--- src/aafr_pkg.sv ---
// Constants and carrier types for the alarm flag register bank.
// Assumes an outside comparator and a serial front end that turns frames into register reads.
package aafr_pkg;

    // ------------------------------------------------------------
    // Geometry
    // ------------------------------------------------------------
    localparam int unsigned NUM_CH     = 8;
    localparam int unsigned CH_W       = 3;
    localparam int unsigned DATA_W     = 8;
    localparam int unsigned ADDR_W     = 8;
    localparam int unsigned CH_PER_REG = 4;

    // ------------------------------------------------------------
    // Register offsets
    // ------------------------------------------------------------
    localparam logic [ADDR_W-1:0] ADDR_OVERVIEW   = 8'h10;
    localparam logic [ADDR_W-1:0] ADDR_LATCH_LOW4 = 8'h11;
    localparam logic [ADDR_W-1:0] ADDR_LIVE_LOW4  = 8'h12;
    localparam logic [ADDR_W-1:0] ADDR_LATCH_UP4  = 8'h13;
    localparam logic [ADDR_W-1:0] ADDR_LIVE_UP4   = 8'h14;

    // ------------------------------------------------------------
    // Reset and fill values
    // ------------------------------------------------------------
    localparam logic [DATA_W-1:0] FLAGS_RESET  = 8'h00;
    localparam logic [DATA_W-1:0] ABSENT_FILL  = 8'hFF;
    localparam logic [DATA_W-1:0] UNMAPPED_VAL = 8'h00;
    localparam logic [NUM_CH-1:0] VEC_RESET    = 8'h00;
    localparam logic [NUM_CH-1:0] UPPER_MASK   = 8'hF0;

    // ------------------------------------------------------------
    // Carriers
    // ------------------------------------------------------------
    // One comparison of a fresh conversion result against both thresholds
    typedef struct packed {
        logic            valid;
        logic [CH_W-1:0] chan;
        logic            above_high;
        logic            below_low;
    } aafr_cmp_t;

    // One register read request from the serial front end
    typedef struct packed {
        logic              rd;
        logic [ADDR_W-1:0] addr;
    } aafr_rd_t;

endpackage

--- src/aafr_flag_cell.sv ---
// One alarm threshold: its live flag and its latched flag.
// Assumes update and clear come from the bank, synchronous to clk_i.
`timescale 1ns/1ns
module aafr_flag_cell
    import aafr_pkg::*;
(
    input  wire logic clk_i,
    input  wire logic rst_n_i,
    input  wire logic update_i,
    input  wire logic cond_i,
    input  wire logic clear_i,
    output logic      live_o,
    output logic      latched_o
);

    logic live_q;
    logic latched_q;
    logic latched_d;

    // Live flag follows the condition of each new comparison only
    always_ff @(posedge clk_i or negedge rst_n_i) begin
        if (!rst_n_i) begin
            live_q <= 1'b0;
        end else if (update_i) begin
            live_q <= cond_i;
        end
    end

    // Set wins over a read clear so an alarm during the read is kept
    always_comb begin
        latched_d = latched_q & ~clear_i;
        if (update_i && cond_i) begin
            latched_d = 1'b1;
        end
    end

    always_ff @(posedge clk_i or negedge rst_n_i) begin
        if (!rst_n_i) begin
            latched_q <= 1'b0;
        end else begin
            latched_q <= latched_d;
        end
    end

    assign live_o    = live_q;
    assign latched_o = latched_q;

endmodule

--- src/aafr_bank.sv ---
// Alarm flag register bank: live and latched flags per channel threshold, read-only register view.
// Assumes comparisons and read requests arrive synchronous to clk_i from outside logic.
`timescale 1ns/1ns

// Summary of operation
// Live flag is 1 while the latest result lies beyond its threshold.
// Latched flag sets like the live flag and clears only on its read.
// Each channel has high and low thresholds, four flags per channel.
// Overview register 10h holds OR of high and low latched flags.
// Overview bit n reports channel n.
// Register 11h: ch0 low at bit 7 down to ch3 high at bit 0.
// Register 12h: live flags, same order as 11h.
// A flag bit reads 1 for alarm detected, 0 otherwise.
// All flag bits are read-only and reset to zero.
// Writes to absent channels in the four-channel variant change nothing.
// Reads of absent channel bits in the four-channel variant return ones.
// Host should read flags after the alarm pin signals an event.
// Offsets 11h to 14h hold all flags, channels 0-3 and 4-7 apart.
// Register 13h: latched ch4 low at bit 7 down to ch7 high.
// Register 14h: live ch4 low at bit 7 down to ch7 high.
// Read captures latched value before clearing; concurrent alarm stays latched.
// Only the compared channel's flags update; others stay unchanged.
module aafr_bank
    import aafr_pkg::*;
#(
    parameter bit EIGHT_CHAN = 1'b1
)(
    input  wire logic              clk_i,
    input  wire logic              reset_n_i,
    input  wire aafr_cmp_t         cmp_i,
    input  wire aafr_rd_t          rd_i,
    output logic [DATA_W-1:0]      rd_data_o,
    output logic                   rd_valid_o
);

    // ------------------------------------------------------------
    // Reset release
    // ------------------------------------------------------------
    logic rst_meta_q;
    logic rst_n_q;

    // Two stages so the release never lands near an edge inside the bank
    always_ff @(posedge clk_i or negedge reset_n_i) begin
        if (!reset_n_i) begin
            rst_meta_q <= 1'b0;
            rst_n_q    <= 1'b0;
        end else begin
            rst_meta_q <= 1'b1;
            rst_n_q    <= rst_meta_q;
        end
    end

    // ------------------------------------------------------------
    // Helpers
    // ------------------------------------------------------------
    // Pack four channels low then high, first channel at bit 7
    function automatic logic [DATA_W-1:0] pack_group(
        input logic [NUM_CH-1:0] lo,
        input logic [NUM_CH-1:0] hi,
        input int unsigned       base
    );
        logic [DATA_W-1:0] r;
        r = FLAGS_RESET;
        for (int unsigned k = 0; k < CH_PER_REG; k++) begin
            r[7-2*k] = lo[base+k];
            r[6-2*k] = hi[base+k];
        end
        return r;
    endfunction

    // Channel exists in the built variant
    function automatic logic chan_present(input logic [CH_W-1:0] ch);
        return EIGHT_CHAN || (ch < CH_W'(CH_PER_REG));
    endfunction

    // ------------------------------------------------------------
    // Flag storage
    // ------------------------------------------------------------
    logic [NUM_CH-1:0] live_hi;
    logic [NUM_CH-1:0] live_lo;
    logic [NUM_CH-1:0] latch_hi;
    logic [NUM_CH-1:0] latch_lo;
    logic [NUM_CH-1:0] upd;
    logic              clr_low4;
    logic              clr_up4;

    // Only the channel named by a valid comparison is touched
    always_comb begin
        upd = VEC_RESET;
        if (cmp_i.valid && chan_present(cmp_i.chan)) begin
            upd[cmp_i.chan] = 1'b1;
        end
    end

    // Clear strobes fire with the read that captures the data
    assign clr_low4 = rd_i.rd && (rd_i.addr == ADDR_LATCH_LOW4);
    assign clr_up4  = rd_i.rd && (rd_i.addr == ADDR_LATCH_UP4) && EIGHT_CHAN;

    // Two thresholds per channel, each with a live and latched flag
    for (genvar c = 0; c < NUM_CH; c++) begin : g_ch
        aafr_flag_cell u_high (
            .clk_i     (clk_i),
            .rst_n_i   (rst_n_q),
            .update_i  (upd[c]),
            .cond_i    (cmp_i.above_high),
            .clear_i   ((c < CH_PER_REG) ? clr_low4 : clr_up4),
            .live_o    (live_hi[c]),
            .latched_o (latch_hi[c])
        );
        aafr_flag_cell u_low (
            .clk_i     (clk_i),
            .rst_n_i   (rst_n_q),
            .update_i  (upd[c]),
            .cond_i    (cmp_i.below_low),
            .clear_i   ((c < CH_PER_REG) ? clr_low4 : clr_up4),
            .live_o    (live_lo[c]),
            .latched_o (latch_lo[c])
        );
    end

    // ------------------------------------------------------------
    // Read view
    // ------------------------------------------------------------
    logic [DATA_W-1:0] rd_view;
    logic [NUM_CH-1:0] overview;

    // Bit n of the overview is channel n
    assign overview = latch_hi | latch_lo;

    // Decode of the read address; the bits are flags, 1 means alarm
    always_comb begin
        rd_view = UNMAPPED_VAL;
        case (rd_i.addr)
            ADDR_OVERVIEW: begin
                rd_view = EIGHT_CHAN ? overview : (overview | UPPER_MASK);
            end
            ADDR_LATCH_LOW4: begin
                rd_view = pack_group(latch_lo, latch_hi, 0);
            end
            ADDR_LIVE_LOW4: begin
                rd_view = pack_group(live_lo, live_hi, 0);
            end
            ADDR_LATCH_UP4: begin
                rd_view = EIGHT_CHAN ? pack_group(latch_lo, latch_hi, CH_PER_REG) : ABSENT_FILL;
            end
            ADDR_LIVE_UP4: begin
                rd_view = EIGHT_CHAN ? pack_group(live_lo, live_hi, CH_PER_REG) : ABSENT_FILL;
            end
            default: begin
                rd_view = UNMAPPED_VAL;
            end
        endcase
    end

    // Capture happens on the same edge as the clear, so nothing is lost
    always_ff @(posedge clk_i or negedge rst_n_q) begin
        if (!rst_n_q) begin
            rd_data_o <= FLAGS_RESET;
        end else if (rd_i.rd) begin
            rd_data_o <= rd_view;
        end
    end

    // Answer strobe one cycle after the request
    always_ff @(posedge clk_i or negedge rst_n_q) begin
        if (!rst_n_q) begin
            rd_valid_o <= 1'b0;
        end else begin
            rd_valid_o <= rd_i.rd;
        end
    end

    // ------------------------------------------------------------
    // Assertions
    // ------------------------------------------------------------
    a_live_follow: assert property (@(posedge clk_i) disable iff (!rst_n_q)
        (cmp_i.valid && chan_present(cmp_i.chan))
        |=> (live_hi[$past(cmp_i.chan)] == $past(cmp_i.above_high))
         && (live_lo[$past(cmp_i.chan)] == $past(cmp_i.below_low)))
        else $error("live flag does not follow comparison");

    a_others_unchanged: assert property (@(posedge clk_i) disable iff (!rst_n_q)
        (!cmp_i.valid) |=> $stable(live_hi) && $stable(live_lo))
        else $error("live flags changed without a comparison");

    // Set is visible in the next cycle even when a clearing read coincides
    a_latch_set: assert property (@(posedge clk_i) disable iff (!rst_n_q)
        (cmp_i.valid && chan_present(cmp_i.chan) && cmp_i.above_high)
        |=> latch_hi[$past(cmp_i.chan)])
        else $error("latched high flag not set");

    a_latch_set_low: assert property (@(posedge clk_i) disable iff (!rst_n_q)
        (cmp_i.valid && chan_present(cmp_i.chan) && cmp_i.below_low)
        |=> latch_lo[$past(cmp_i.chan)])
        else $error("latched low flag not set");

    a_latch_hold: assert property (@(posedge clk_i) disable iff (!rst_n_q)
        (!rd_i.rd) |=> ((latch_hi & $past(latch_hi)) == $past(latch_hi))
                    && ((latch_lo & $past(latch_lo)) == $past(latch_lo)))
        else $error("latched flag dropped without a read");

    a_read_clears: assert property (@(posedge clk_i) disable iff (!rst_n_q)
        (clr_low4 && !cmp_i.valid) |=> (latch_hi[3:0] == 4'h0) && (latch_lo[3:0] == 4'h0))
        else $error("read did not clear latched flags");

    a_set_wins: assert property (@(posedge clk_i) disable iff (!rst_n_q)
        (clr_low4 && cmp_i.valid && (cmp_i.chan == 3'h1) && cmp_i.below_low)
        |=> latch_lo[1] && (rd_data_o[5] == $past(latch_lo[1])))
        else $error("alarm during read was lost");

    a_overview_or: assert property (@(posedge clk_i) disable iff (!rst_n_q)
        (rd_i.rd && (rd_i.addr == ADDR_OVERVIEW))
        |=> rd_valid_o && (rd_data_o[0] == ($past(latch_hi[0]) | $past(latch_lo[0])))
         && (rd_data_o[3] == ($past(latch_hi[3]) | $past(latch_lo[3]))))
        else $error("overview bit is not OR of channel flags");

    a_map_latch0: assert property (@(posedge clk_i) disable iff (!rst_n_q)
        (rd_i.rd && (rd_i.addr == ADDR_LATCH_LOW4))
        |=> (rd_data_o[7] == $past(latch_lo[0])) && (rd_data_o[6] == $past(latch_hi[0]))
         && (rd_data_o[0] == $past(latch_hi[3])))
        else $error("latched register 11h bit order wrong");

    a_map_live0: assert property (@(posedge clk_i) disable iff (!rst_n_q)
        (rd_i.rd && (rd_i.addr == ADDR_LIVE_LOW4))
        |=> (rd_data_o[5] == $past(live_lo[1])) && (rd_data_o[2] == $past(live_hi[2])))
        else $error("live register 12h bit order wrong");

    a_map_upper: assert property (@(posedge clk_i) disable iff (!rst_n_q)
        (EIGHT_CHAN && rd_i.rd && (rd_i.addr == ADDR_LIVE_UP4))
        |=> (rd_data_o[7] == $past(live_lo[4])) && (rd_data_o[0] == $past(live_hi[7])))
        else $error("upper live register bit order wrong");

    a_absent_ones: assert property (@(posedge clk_i) disable iff (!rst_n_q)
        (!EIGHT_CHAN && rd_i.rd && ((rd_i.addr == ADDR_LATCH_UP4) || (rd_i.addr == ADDR_LIVE_UP4)))
        |=> (rd_data_o == ABSENT_FILL))
        else $error("absent channel read not all ones");

    a_absent_quiet: assert property (@(posedge clk_i) disable iff (!rst_n_q)
        1'b1 |-> (EIGHT_CHAN || ((latch_hi[7:4] == 4'h0) && (live_lo[7:4] == 4'h0))))
        else $error("absent channel flag became set");

    // Channels not named by the comparison keep their live flags and set no latched flag
    a_other_chan_hold: assert property (@(posedge clk_i) disable iff (!rst_n_q)
        cmp_i.valid
        |=> (((live_hi ^ $past(live_hi)) & ~$past(upd)) == VEC_RESET)
         && (((live_lo ^ $past(live_lo)) & ~$past(upd)) == VEC_RESET))
        else $error("live flag of an uncompared channel changed");

    a_other_latch_hold: assert property (@(posedge clk_i) disable iff (!rst_n_q)
        1'b1
        |=> ((latch_hi & ~$past(latch_hi) & ~$past(upd)) == VEC_RESET)
         && ((latch_lo & ~$past(latch_lo) & ~$past(upd)) == VEC_RESET))
        else $error("latched flag of an uncompared channel set");

    // Read port timing: one answer strobe per read, data held between reads
    a_valid_answer: assert property (@(posedge clk_i) disable iff (!rst_n_q)
        rd_i.rd |=> rd_valid_o)
        else $error("read not answered in the next cycle");

    a_valid_idle: assert property (@(posedge clk_i) disable iff (!rst_n_q)
        (!rd_i.rd) |=> !rd_valid_o)
        else $error("answer strobe without a read");

    a_data_hold: assert property (@(posedge clk_i) disable iff (!rst_n_q)
        (!rd_i.rd) |=> $stable(rd_data_o))
        else $error("read data changed without a read");

    a_unmapped_zero: assert property (@(posedge clk_i) disable iff (!rst_n_q)
        (rd_i.rd && ((rd_i.addr < ADDR_OVERVIEW) || (rd_i.addr > ADDR_LIVE_UP4)))
        |=> (rd_data_o == UNMAPPED_VAL))
        else $error("unmapped offset did not read zero");

    a_map_latch_up: assert property (@(posedge clk_i) disable iff (!rst_n_q)
        (EIGHT_CHAN && rd_i.rd && (rd_i.addr == ADDR_LATCH_UP4))
        |=> (rd_data_o[7] == $past(latch_lo[4])) && (rd_data_o[0] == $past(latch_hi[7])))
        else $error("upper latched register bit order wrong");

    a_absent_overview: assert property (@(posedge clk_i) disable iff (!rst_n_q)
        (!EIGHT_CHAN && rd_i.rd && (rd_i.addr == ADDR_OVERVIEW))
        |=> (rd_data_o[7:4] == 4'hF))
        else $error("absent overview bits not all ones");

    a_up_read_clears: assert property (@(posedge clk_i) disable iff (!rst_n_q)
        (clr_up4 && !cmp_i.valid)
        |=> (latch_hi[7:4] == 4'h0) && (latch_lo[7:4] == 4'h0))
        else $error("upper read did not clear latched flags");

    // Overview and live reads must leave the latched flags alone
    a_view_keeps_latch: assert property (@(posedge clk_i) disable iff (!rst_n_q)
        (rd_i.rd && (rd_i.addr != ADDR_LATCH_LOW4) && (rd_i.addr != ADDR_LATCH_UP4))
        |=> ((latch_hi & $past(latch_hi)) == $past(latch_hi))
         && ((latch_lo & $past(latch_lo)) == $past(latch_lo)))
        else $error("non-clearing read dropped a latched flag");

    // Held in reset, every flag and the read port stay at zero
    a_reset_clear: assert property (@(posedge clk_i)
        (!rst_n_q)
        |-> (rd_data_o == FLAGS_RESET) && !rd_valid_o && (latch_hi == VEC_RESET)
         && (latch_lo == VEC_RESET) && (live_hi == VEC_RESET) && (live_lo == VEC_RESET))
        else $error("flags not zero during reset");

    a_overview_all: assert property (@(posedge clk_i) disable iff (!rst_n_q)
        (EIGHT_CHAN && rd_i.rd && (rd_i.addr == ADDR_OVERVIEW))
        |=> (rd_data_o == ($past(latch_hi) | $past(latch_lo))))
        else $error("overview register is not OR of all channels");

endmodule

--- config.mk ---
export PLATFORM = sky130hd
export DESIGN_NAME = aafr_bank
export DESIGN_NICKNAME = d
export VERILOG_FILES = /design/src/aafr_pkg.sv /design/src/aafr_flag_cell.sv /design/src/aafr_bank.sv
export SDC_FILE = /design/constraint.sdc
export NUM_CORES = 1
export LEC_CHECK = 0
export BUFFER_PORTS_ARGS = -buffer_cell sky130_fd_sc_hd__buf_2
export CAP_MARGIN = 20
export CORE_ASPECT_RATIO = 0.8
export CORE_UTILIZATION = 55
export DETAILED_ROUTE_END_ITERATION = 10
export PLACE_DENSITY = 0.77
export SLEW_MARGIN = 20
export SYNTH_ARGS = -nofsm -noshare
export SYNTH_HDL_FRONTEND = slang
export SYNTH_SLANG_ARGS = --single-unit
--- constraint.sdc ---
create_clock -name clk_i -period 1.5 [get_ports clk_i]
set_clock_uncertainty 0.05 [all_clocks]
set_input_delay 0.3 -clock clk_i [delete_from_list [all_inputs] [get_ports clk_i]]
set_output_delay 0.3 -clock clk_i [all_outputs]
set_load 0.05 [all_outputs]
==> results.yml, run 1 <==
status:
  violations: "negative setup slack"
  status: "complete, but fails checks"
sta:
  final_hold_viol_count: 0
  fmax_mhz: 597
  maxSlewViolCount: 0
  layout_min_cycle_time_ns: 1.67
  fin_setup_tns_ns: -0.838
  rsz0062_at_grt: "true"
  max_slew_margin_pct: 66.6
  setup_slack_ns: -0.174
  fin_crit_sh_pct: 112
  tightest_slew_ns: 0.501
  setup_viol: 6
finish:
  final_common_cell: "dfrtp_1"
  syn2layout_area_growth_pct: 24.7
  antenna_cells: 0
  fin_nets: 235
  fin_area_um2: 2440
  nFillCells: 218
  mostFrequentLayoutCells: "dfrtp_1 (43), buf_2 (25), buf_4 (25)"
  drive_gt1_share_pct: 37.4
power_and_ir_drop:
  swShare_pct: 24.7
  switchingPower_mw: 0.696
  leakage_nw: 1.17
  p_int_mw: 2.12
  peakVddDrop_mv: 0.642
  clkPwrFrac_pct: 32.6
  p_per_area_nw_per_um2: 1150
  seqPwrFrac_pct: 50.0
  pwr-share-comb_pct: 17.5
placed_design:
  place_ws_ns: -0.333
  gp_congestion: 0.847
  placed_area_um2: 2290
  io_buffers: 25
  dp_hpwl_um: 3320
synth:
  syn-num-nets: 183
  postSynthCellCount: 166
  synthesis.area_um2: 1960
  yosysWarnings: 0
  ys_seq_area_share_pct: 54.9
  ys_ff_latch: 43
  synth.distinct_cells: 37
  synth.avg_cell_area_um2: 11.8
drt:
  avgRoutedWirePerCell_um: 17.2
  drc: 0
  drt.antenna.violating_nets: 0
  drt_wl_total_um: 4460
  drt_iter0_markers: 129
  avgViaCountPerCell: 5.91
  dr.pass1.iters: 6
  vias: 1530
floorplan:
  die_w_um: 68.7
  start_util_pct: 60.4
  coreArea_um2: 3240
  die_h_um: 55.4
  rows: 18
  num_io_pins: 26
  fp.dieArea_um2: 3810
grt:
  track_usage_pct: 27.6
  grt_pass1_wl_um: 7610
  antenna_found_initial: 0
  grt_pass1_vias: 1607
  grt.overflow.total: 0
  grt_max_degree: 42
clock_network:
  cts_tree: "built"
  cts_root_buffer: "clkbuf_8"
  clk_pin_slew_ns: 0.08
  clock_path_buffers: 2
  insertion_delay_ns: 0.30
  cts_inserted_buffers: 5
  htreeDepth: 2
  cts.sinks: 43
critical_path:
  worst-path-buf-inv: 0
  cp_slowest_cell: "mux4_2"
  path_cells: "or2_1 -> mux4_2 -> and2_4 -> a221o_1"
  critical_path_class: "reg -> reg"
  crit_fanout: 2
  crit_family: "multiplexers"
  start_kind: "register"
  end_kind: "register"
  cp.arrival_ns: 1.81
  crit_required_ns: 1.64
  critPathMaxStageDelay_ns: 0.47
hold_path:
  hold_path_class: "in -> reg"
flow_run:
  timing.max_cap.violations: 0
cell usage after synthesis:
library cell / count / area share, %
a21oi_1: 1 / 0.26
a221o_1: 7 / 3.6
a22o_1: 7 / 3.1
a22oi_1: 1 / 0.38
and2_0: 1 / 0.32
and2_1: 7 / 2.2
and3_1: 1 / 0.32
and3b_1: 1 / 0.45
and4b_1: 1 / 0.51
buf_2: 1 / 0.26
buf_4: 1 / 0.38
buf_6: 1 / 0.57
clkbuf_1: 3 / 0.57
conb_1: 1 / 0.19
dfrtp_1: 43 / 55
inv_1: 9 / 1.7
mux2_2: 6 / 3.4
mux2i_1: 1 / 0.51
mux4_2: 6 / 6.9
nand2_1: 19 / 3.6
nand2b_1: 2 / 0.64
nand3_1: 7 / 1.8
nand3_2: 1 / 0.51
nand4_1: 3 / 0.96
nor2_1: 1 / 0.19
nor2_2: 1 / 0.32
nor2b_1: 6 / 1.9
nor3_1: 1 / 0.26
nor3_2: 2 / 1.0
o211ai_1: 1 / 0.38
o21a_1: 1 / 0.38
o21ai_0: 10 / 2.6
o2bb2ai_1: 4 / 1.8
or2_0: 2 / 0.64
or2_1: 4 / 1.3
or4_1: 1 / 0.38
or4b_4: 1 / 0.70
registers in the layout, summed over array words and instances, names as in the netlist:
register and flops:
rd_data_o 8, rst_n_q 1, g_ch.u_low.latched_o 8, g_ch.u_high.live_o 8, rd_valid_o 1, g_ch.u_high.latched_o 8
g_ch.u_low.live_o 8, rst_meta_q 1
area by class of cell:
type	instances	area (um2)	share of cell area [%]
flip-flops and latches	43	1080	44.0
multi-input cells	108	843	34.5
repair buffers	51	323	13.2
clock buffers	6	82.6	3.38
well taps	40	50.0	2.05
clock inverters	2	35.0	1.43
inverters	9	33.8	1.38
per-layer routing:
layer | vias to the layer above | share of wire [%] | GRT usage, %
met5 | - | 0 | 0
met4 | 0 | 2.5 | 9.91
met3 | 16 | 5.3 | 6.20
met2 | 63 | 47 | 42.2
met1 | 749 | 46 | 38.2
li1 | 702 | - | -
per-stage QoR:
step / hold WS, ns / std cells / total power, mW / utilization, %
final: 0.0798 / 259 / 2.82 / 75.3
after global routing: 0.0742 / 259 / 2.94 / 75.3
after CTS: 0.0815 / 259 / 2.82 / 75.2
after detailed placement: 0.0370 / 249 / 1.90 / 70.7
after global placement: 0.0343 / 249 / 1.87 / 70.7
after floorplan: -0.0456 / 166 / 1.67 / -
power by group through the flow:
stage               registers [mW]  logic, mW  clock network, mW
CTS                           1.41      0.490              0.925
global route                  1.42      0.540              0.976
finish                        1.41      0.493              0.918
detailed placement            1.42      0.474                  0
floorplan                     1.43      0.242                  0
global placement              1.41      0.453                  0
worst paths after layout:
kind	endpoint	startpoint	cells after the start	slack, ns
min in group asynchronous	rd_data_o[0]	rst_n_q	1	0.24
setup / recovery	rd_data_o[4]	g_ch[4].u_high.latched_o	4	-0.17
hold / removal	rd_valid_o	rd_i[8]	1	0.08
max in group asynchronous	g_ch[6].u_low.latched_o	rst_n_q	1	0.80
setup reg to reg	rd_data_o[4]	g_ch[4].u_high.latched_o	4	-0.17
hold reg to reg	rd_data_o[0]	rst_n_q	1	0.24
kinds of logic (layout without fill, tap and decap cells):
kind of cell,count (synthesis),in the layout,synth area share (%)
buf+inv,15,68,3.51
mux,13,13,10.9
flops,43,43,54.9
simple gates,62,62,18.1
compound gates,32,32,12.5
other cells,1,1,0.191
timing repair:
item	in CTS	in global routing
setup buffers	1	0
endpoints found under the hold margin	2	0
hold buffers	1	0
resized for setup	6	3
cloned	0	0
pin swaps	10	1
setup endpoints to repair	7	6
(Power assumes the default switching activity.)
==> run 2, diff against run 1 <==
- SETUP_SLACK_MARGIN: unset -> 0.15
==> results.yml, run 2 (synthesis gave the netlist of run 1 again) <==
critical_path:
  crit_fanout: 2
  r2r_start: "g_ch[4].u_low.latched_o"
  end_kind: "register"
  reg2reg_slack_ns: -0.19
  critical_path_class: "reg -> reg"
  start_kind: "register"
  crit_required_ns: 1.62
  setup.worst_path.start: "g_ch[4].u_low.latched_o"
  cp.arrival_ns: 1.81
sta:
  fin_hold_ws_ns: 0.102
  setup_viol: 8
  tightest_slew_ns: 0.501
  maxSlewViolCount: 0
  setup_slack_ns: -0.188
  fmax_mhz: 592
  rsz0062_at_grt: "true"
  final_hold_viol_count: 0
  max_slew_margin_pct: 66.6
  fin_crit_sh_pct: 113
  layout_min_cycle_time_ns: 1.69
grt:
  grt_pass1_wl_um: 7700
  grt_pass1_vias: 1576
  grt_max_degree: 42
  grt.overflow.total: 0
  track_usage_pct: 28.2
  antenna_found_initial: 0
clock_network:
  cts_inserted_buffers: 5
  cts.sinks: 43
  insertion_delay_ns: 0.28
  cts_tree: "built"
  cts_root_buffer: "clkbuf_8"
  clk_pin_slew_ns: 0.07
  clock_path_buffers: 2
  htreeDepth: 2
finish:
  antenna_cells: 0
  mostFrequentLayoutCells: "dfrtp_1 (43), buf_4 (26), buf_2 (23)"
  fin_nets: 240
  syn2layout_area_growth_pct: 30.2
  final_common_cell: "dfrtp_1"
  drive_gt1_share_pct: 44.1
  stdcell_count: 262
  utilization_pct: 78.7
placed_design:
  gp_congestion: 0.806
  io_buffers: 25
  dp.cells: 251
  dp_hpwl_um: 3220
floorplan:
  die_w_um: 68.7
  coreArea_um2: 3240
  start_util_pct: 60.4
  die_h_um: 55.4
  fp.dieArea_um2: 3810
  rows: 18
  num_io_pins: 26
drt:
  drc: 0
  dr.pass1.iters: 4
  drt_iter0_markers: 84
  drt.antenna.violating_nets: 0
  vias: 1540
  avgViaCountPerCell: 5.88
  drt_wl_total_um: 4790
  avgRoutedWirePerCell_um: 18.3
power_and_ir_drop:
  peakVddDrop_mv: 0.665
  leakage_nw: 1.21
  p_per_area_nw_per_um2: 1030
  total_power_mw: 2.62
flow_run:
  timing.max_cap.violations: 0
status:
  status: "complete, but fails checks"
  violations: "negative setup slack"
hold_path:
  hp-start: "rd_i[8]"
  hold_path_class: "in -> reg"
run 2: timing repair:
item	CTS	global route
pin swaps	17	6
endpoints found under the hold margin	2	0
setup endpoints to repair	22	24
hold buffers	1	0
gates resized for setup	26	12
buffers inserted	3	1
run 2: area by class of cell:
class	count	area (um2)
tap	40	50.0
multi-input combinational	108	931
timing repair buffer	56	388
inverter	9	33.8
fill	204	692
clock buffer	6	72.6
sequential	43	1080
run 2: path summary, 6_finish.rpt:
kind,endpoint,depth (start not counted)
setup reg to reg,rd_data_o[4],4
min in group asynchronous,g_ch[1].u_high.live_o,1
max in group asynchronous,rd_data_o[7],1
setup / recovery,rd_data_o[4],4
hold reg to reg,g_ch[1].u_high.live_o,1
hold / removal,rd_valid_o,1
run 2: through the flow:
stage,setup TNS (ns),setup slack [ns],cell area (um2)
floorplan,-0.728,-0.0738,1980
global placement,-4.89,-0.292,2310
detailed placement,-5.40,-0.289,2310
CTS,-0.715,-0.167,2490
global route,-1.05,-0.221,2550
finish,-0.821,-0.188,2550
run 2: power breakdown:
| part | switching (mW) | internal [mW] |
|---|---|---|
| clock | 0.342 | 0.310 |
| combinational | 0.251 | 0.309 |
| sequential | 0.0926 | 1.31 |
run 2: layer usage:
layer	track usage, %	share of wire, %
met5	0	0
met3	6.40	7.3
met2	42.7	48
met4	9.33	1.6
met1	39.8	43
run 2: critical path: stages, from the launching register on:
cell	delay [ns]
dfrtp_1	0.38
or2_1	0.27
mux4_2	0.48
and2_4	0.15
a221o_1	0.25
==> run 3, diff against run 2 <==
- MAX_ROUTING_LAYER: unset -> met4
==> results.yml, run 3 (synthesis gave the netlist of run 1 again) <==
hold_path:
  whs_path_depth: 1
  hp-start: "rd_i[8]"
  whs_endpoint: "rd_valid_o"
  hold_path_class: "in -> reg"
grt:
  grt_pass1_wl_um: 7700
  grt.overflow.total: 0
  antenna_found_initial: 0
  track_usage_pct: 29.0
  grt_pass1_vias: 1572
  grt_max_degree: 42
floorplan:
  coreArea_um2: 3240
  num_io_pins: 26
  die_h_um: 55.4
  start_util_pct: 60.4
  die_w_um: 68.7
  rows: 18
  fp.dieArea_um2: 3810
clock_network:
  clk_pin_slew_ns: 0.07
  cts_tree: "built"
  cts_root_buffer: "clkbuf_8"
  clock_path_buffers: 2
  cts_inserted_buffers: 5
  cts.sinks: 43
  insertion_delay_ns: 0.28
  htreeDepth: 2
status:
  status: "complete, but fails checks"
  violations: "negative setup slack"
sta:
  max_slew_margin_pct: 66.5
  rsz0062_at_grt: "true"
  fin_crit_sh_pct: 112
  fmax_mhz: 594
  maxSlewViolCount: 0
  layout_min_cycle_time_ns: 1.68
  setup_viol: 7
  tightest_slew_ns: 0.503
  setup_slack_ns: -0.185
  final_hold_viol_count: 0
placed_design:
  dp_hpwl_um: 3220
  dp.cells: 251
  io_buffers: 25
  place_ws_ns: -0.289
  gp_congestion: 0.817
critical_path:
  r2r_end: "rd_data_o[4]"
  reg2reg_depth: 4
  cp.arrival_ns: 1.81
  crit_fanout: 2
  crit_required_ns: 1.62
  start_kind: "register"
  r2r_start: "g_ch[4].u_low.latched_o"
  end_kind: "register"
  critical_path_class: "reg -> reg"
  reg2reg_slack_ns: -0.18
finish:
  final_common_cell: "dfrtp_1"
  antenna_cells: 0
  mostFrequentLayoutCells: "dfrtp_1 (43), buf_4 (26), buf_2 (23)"
  drive_gt1_share_pct: 44.1
  fin_nets: 240
  stdcell_count: 262
  syn2layout_area_growth_pct: 30.2
drt:
  vias: 1544
  drc: 0
  dr.pass1.iters: 4
  avgViaCountPerCell: 5.89
  drt.antenna.violating_nets: 0
  avgRoutedWirePerCell_um: 18.3
  drt_iter0_markers: 75
  drt_wl_total_um: 4800
power_and_ir_drop:
  p_per_area_nw_per_um2: 1030
  switchingPower_mw: 0.689
  leakage_nw: 1.21
  total_power_mw: 2.62
  seqPwrFrac_pct: 53.6
  p_int_mw: 1.93
  peakVddDrop_mv: 0.664
  clkPwrFrac_pct: 25.0
  swShare_pct: 26.3
  pwr-share-comb_pct: 21.4
flow_run:
  timing.max_cap.violations: 0
-- run 3: cell counts in the layout (fill, tap and decap cells not counted) --
Identical to the previous run, type by type.
-- run 3: final cells by class --
| type | count | area [um2] |
|---|---|---|
| clock buffer | 6 | 72.6 |
| fill | 204 | 692 |
| tap | 40 | 50.0 |
| timing repair buffer | 56 | 388 |
| inverter | 9 | 33.8 |
| sequential | 43 | 1080 |
| multi-input combinational | 108 | 931 |
-- run 3: repair_timing --
item,4_1_cts,5_1_grt
hold buffers,1,0
setup endpoints to repair,22,24
endpoints found under the hold margin,2,0
setup buffers,3,1
pin swaps,17,6
gates resized for setup,26,12
gates cloned,0,0
-- run 3: critical path: stages, from the launching register on --
cell and delay, ns:
dfrtp_1 0.38, or2_1 0.26, mux4_2 0.48, and2_4 0.15, a221o_1 0.25
-- run 3: worst max-delay path by stage --
stage                             start                       end  slack (ns)  cells after the start
5_1_grt         g_ch[4].u_low.latched_o              rd_data_o[4]       -0.22                      4
2_1_floorplan  g_ch[3].u_high.latched_o              rd_data_o[3]       -0.07                      4
4_1_cts         g_ch[4].u_low.latched_o              rd_data_o[4]       -0.17                      4
6_report        g_ch[4].u_low.latched_o              rd_data_o[4]       -0.18                      4
3_3_place_gp                    rd_i[3]              rd_data_o[2]       -0.29                      5
3_5_place_dp                    rd_i[3]  g_ch[6].u_high.latched_o       -0.29                      6
-- run 3: metal layers --
metal  wire length [um]  up-vias  global-route usage (%)  part of all wire, %
met4                 85        0                    9.33                  1.8
met1               2130      762                    39.8                   44
met3                266       11                    6.40                  5.5
li1                   -      709                       -                    -
met2               2320       62                    42.7                   48
met5                  0        -                       -                    0
-- run 3: power groups by stage --
| stage | Clock, mW | Sequential (mW) | Combinational [mW] |
|---|---|---|---|
| final | 0.655 | 1.41 | 0.562 |
| after global routing | 0.722 | 1.42 | 0.606 |
| after CTS | 0.658 | 1.40 | 0.533 |
| after detailed placement | 0 | 1.42 | 0.479 |
| after global placement | 0 | 1.41 | 0.459 |
| after floorplan | 0 | 1.43 | 0.244 |
-- run 3: metrics by stage --
step | utilization [%] | TNS (ns) | area, um2 | hold WS (ns)
after floorplan | - | -0.728 | 1980 | -0.0456
after global placement | 71.1 | -4.89 | 2310 | 0.0354
after detailed placement | 71.1 | -5.40 | 2310 | 0.0386
after CTS | 76.9 | -0.715 | 2490 | 0.103
after global routing | 78.7 | -1.05 | 2550 | 0.0946
final | 78.7 | -0.795 | 2550 | 0.101
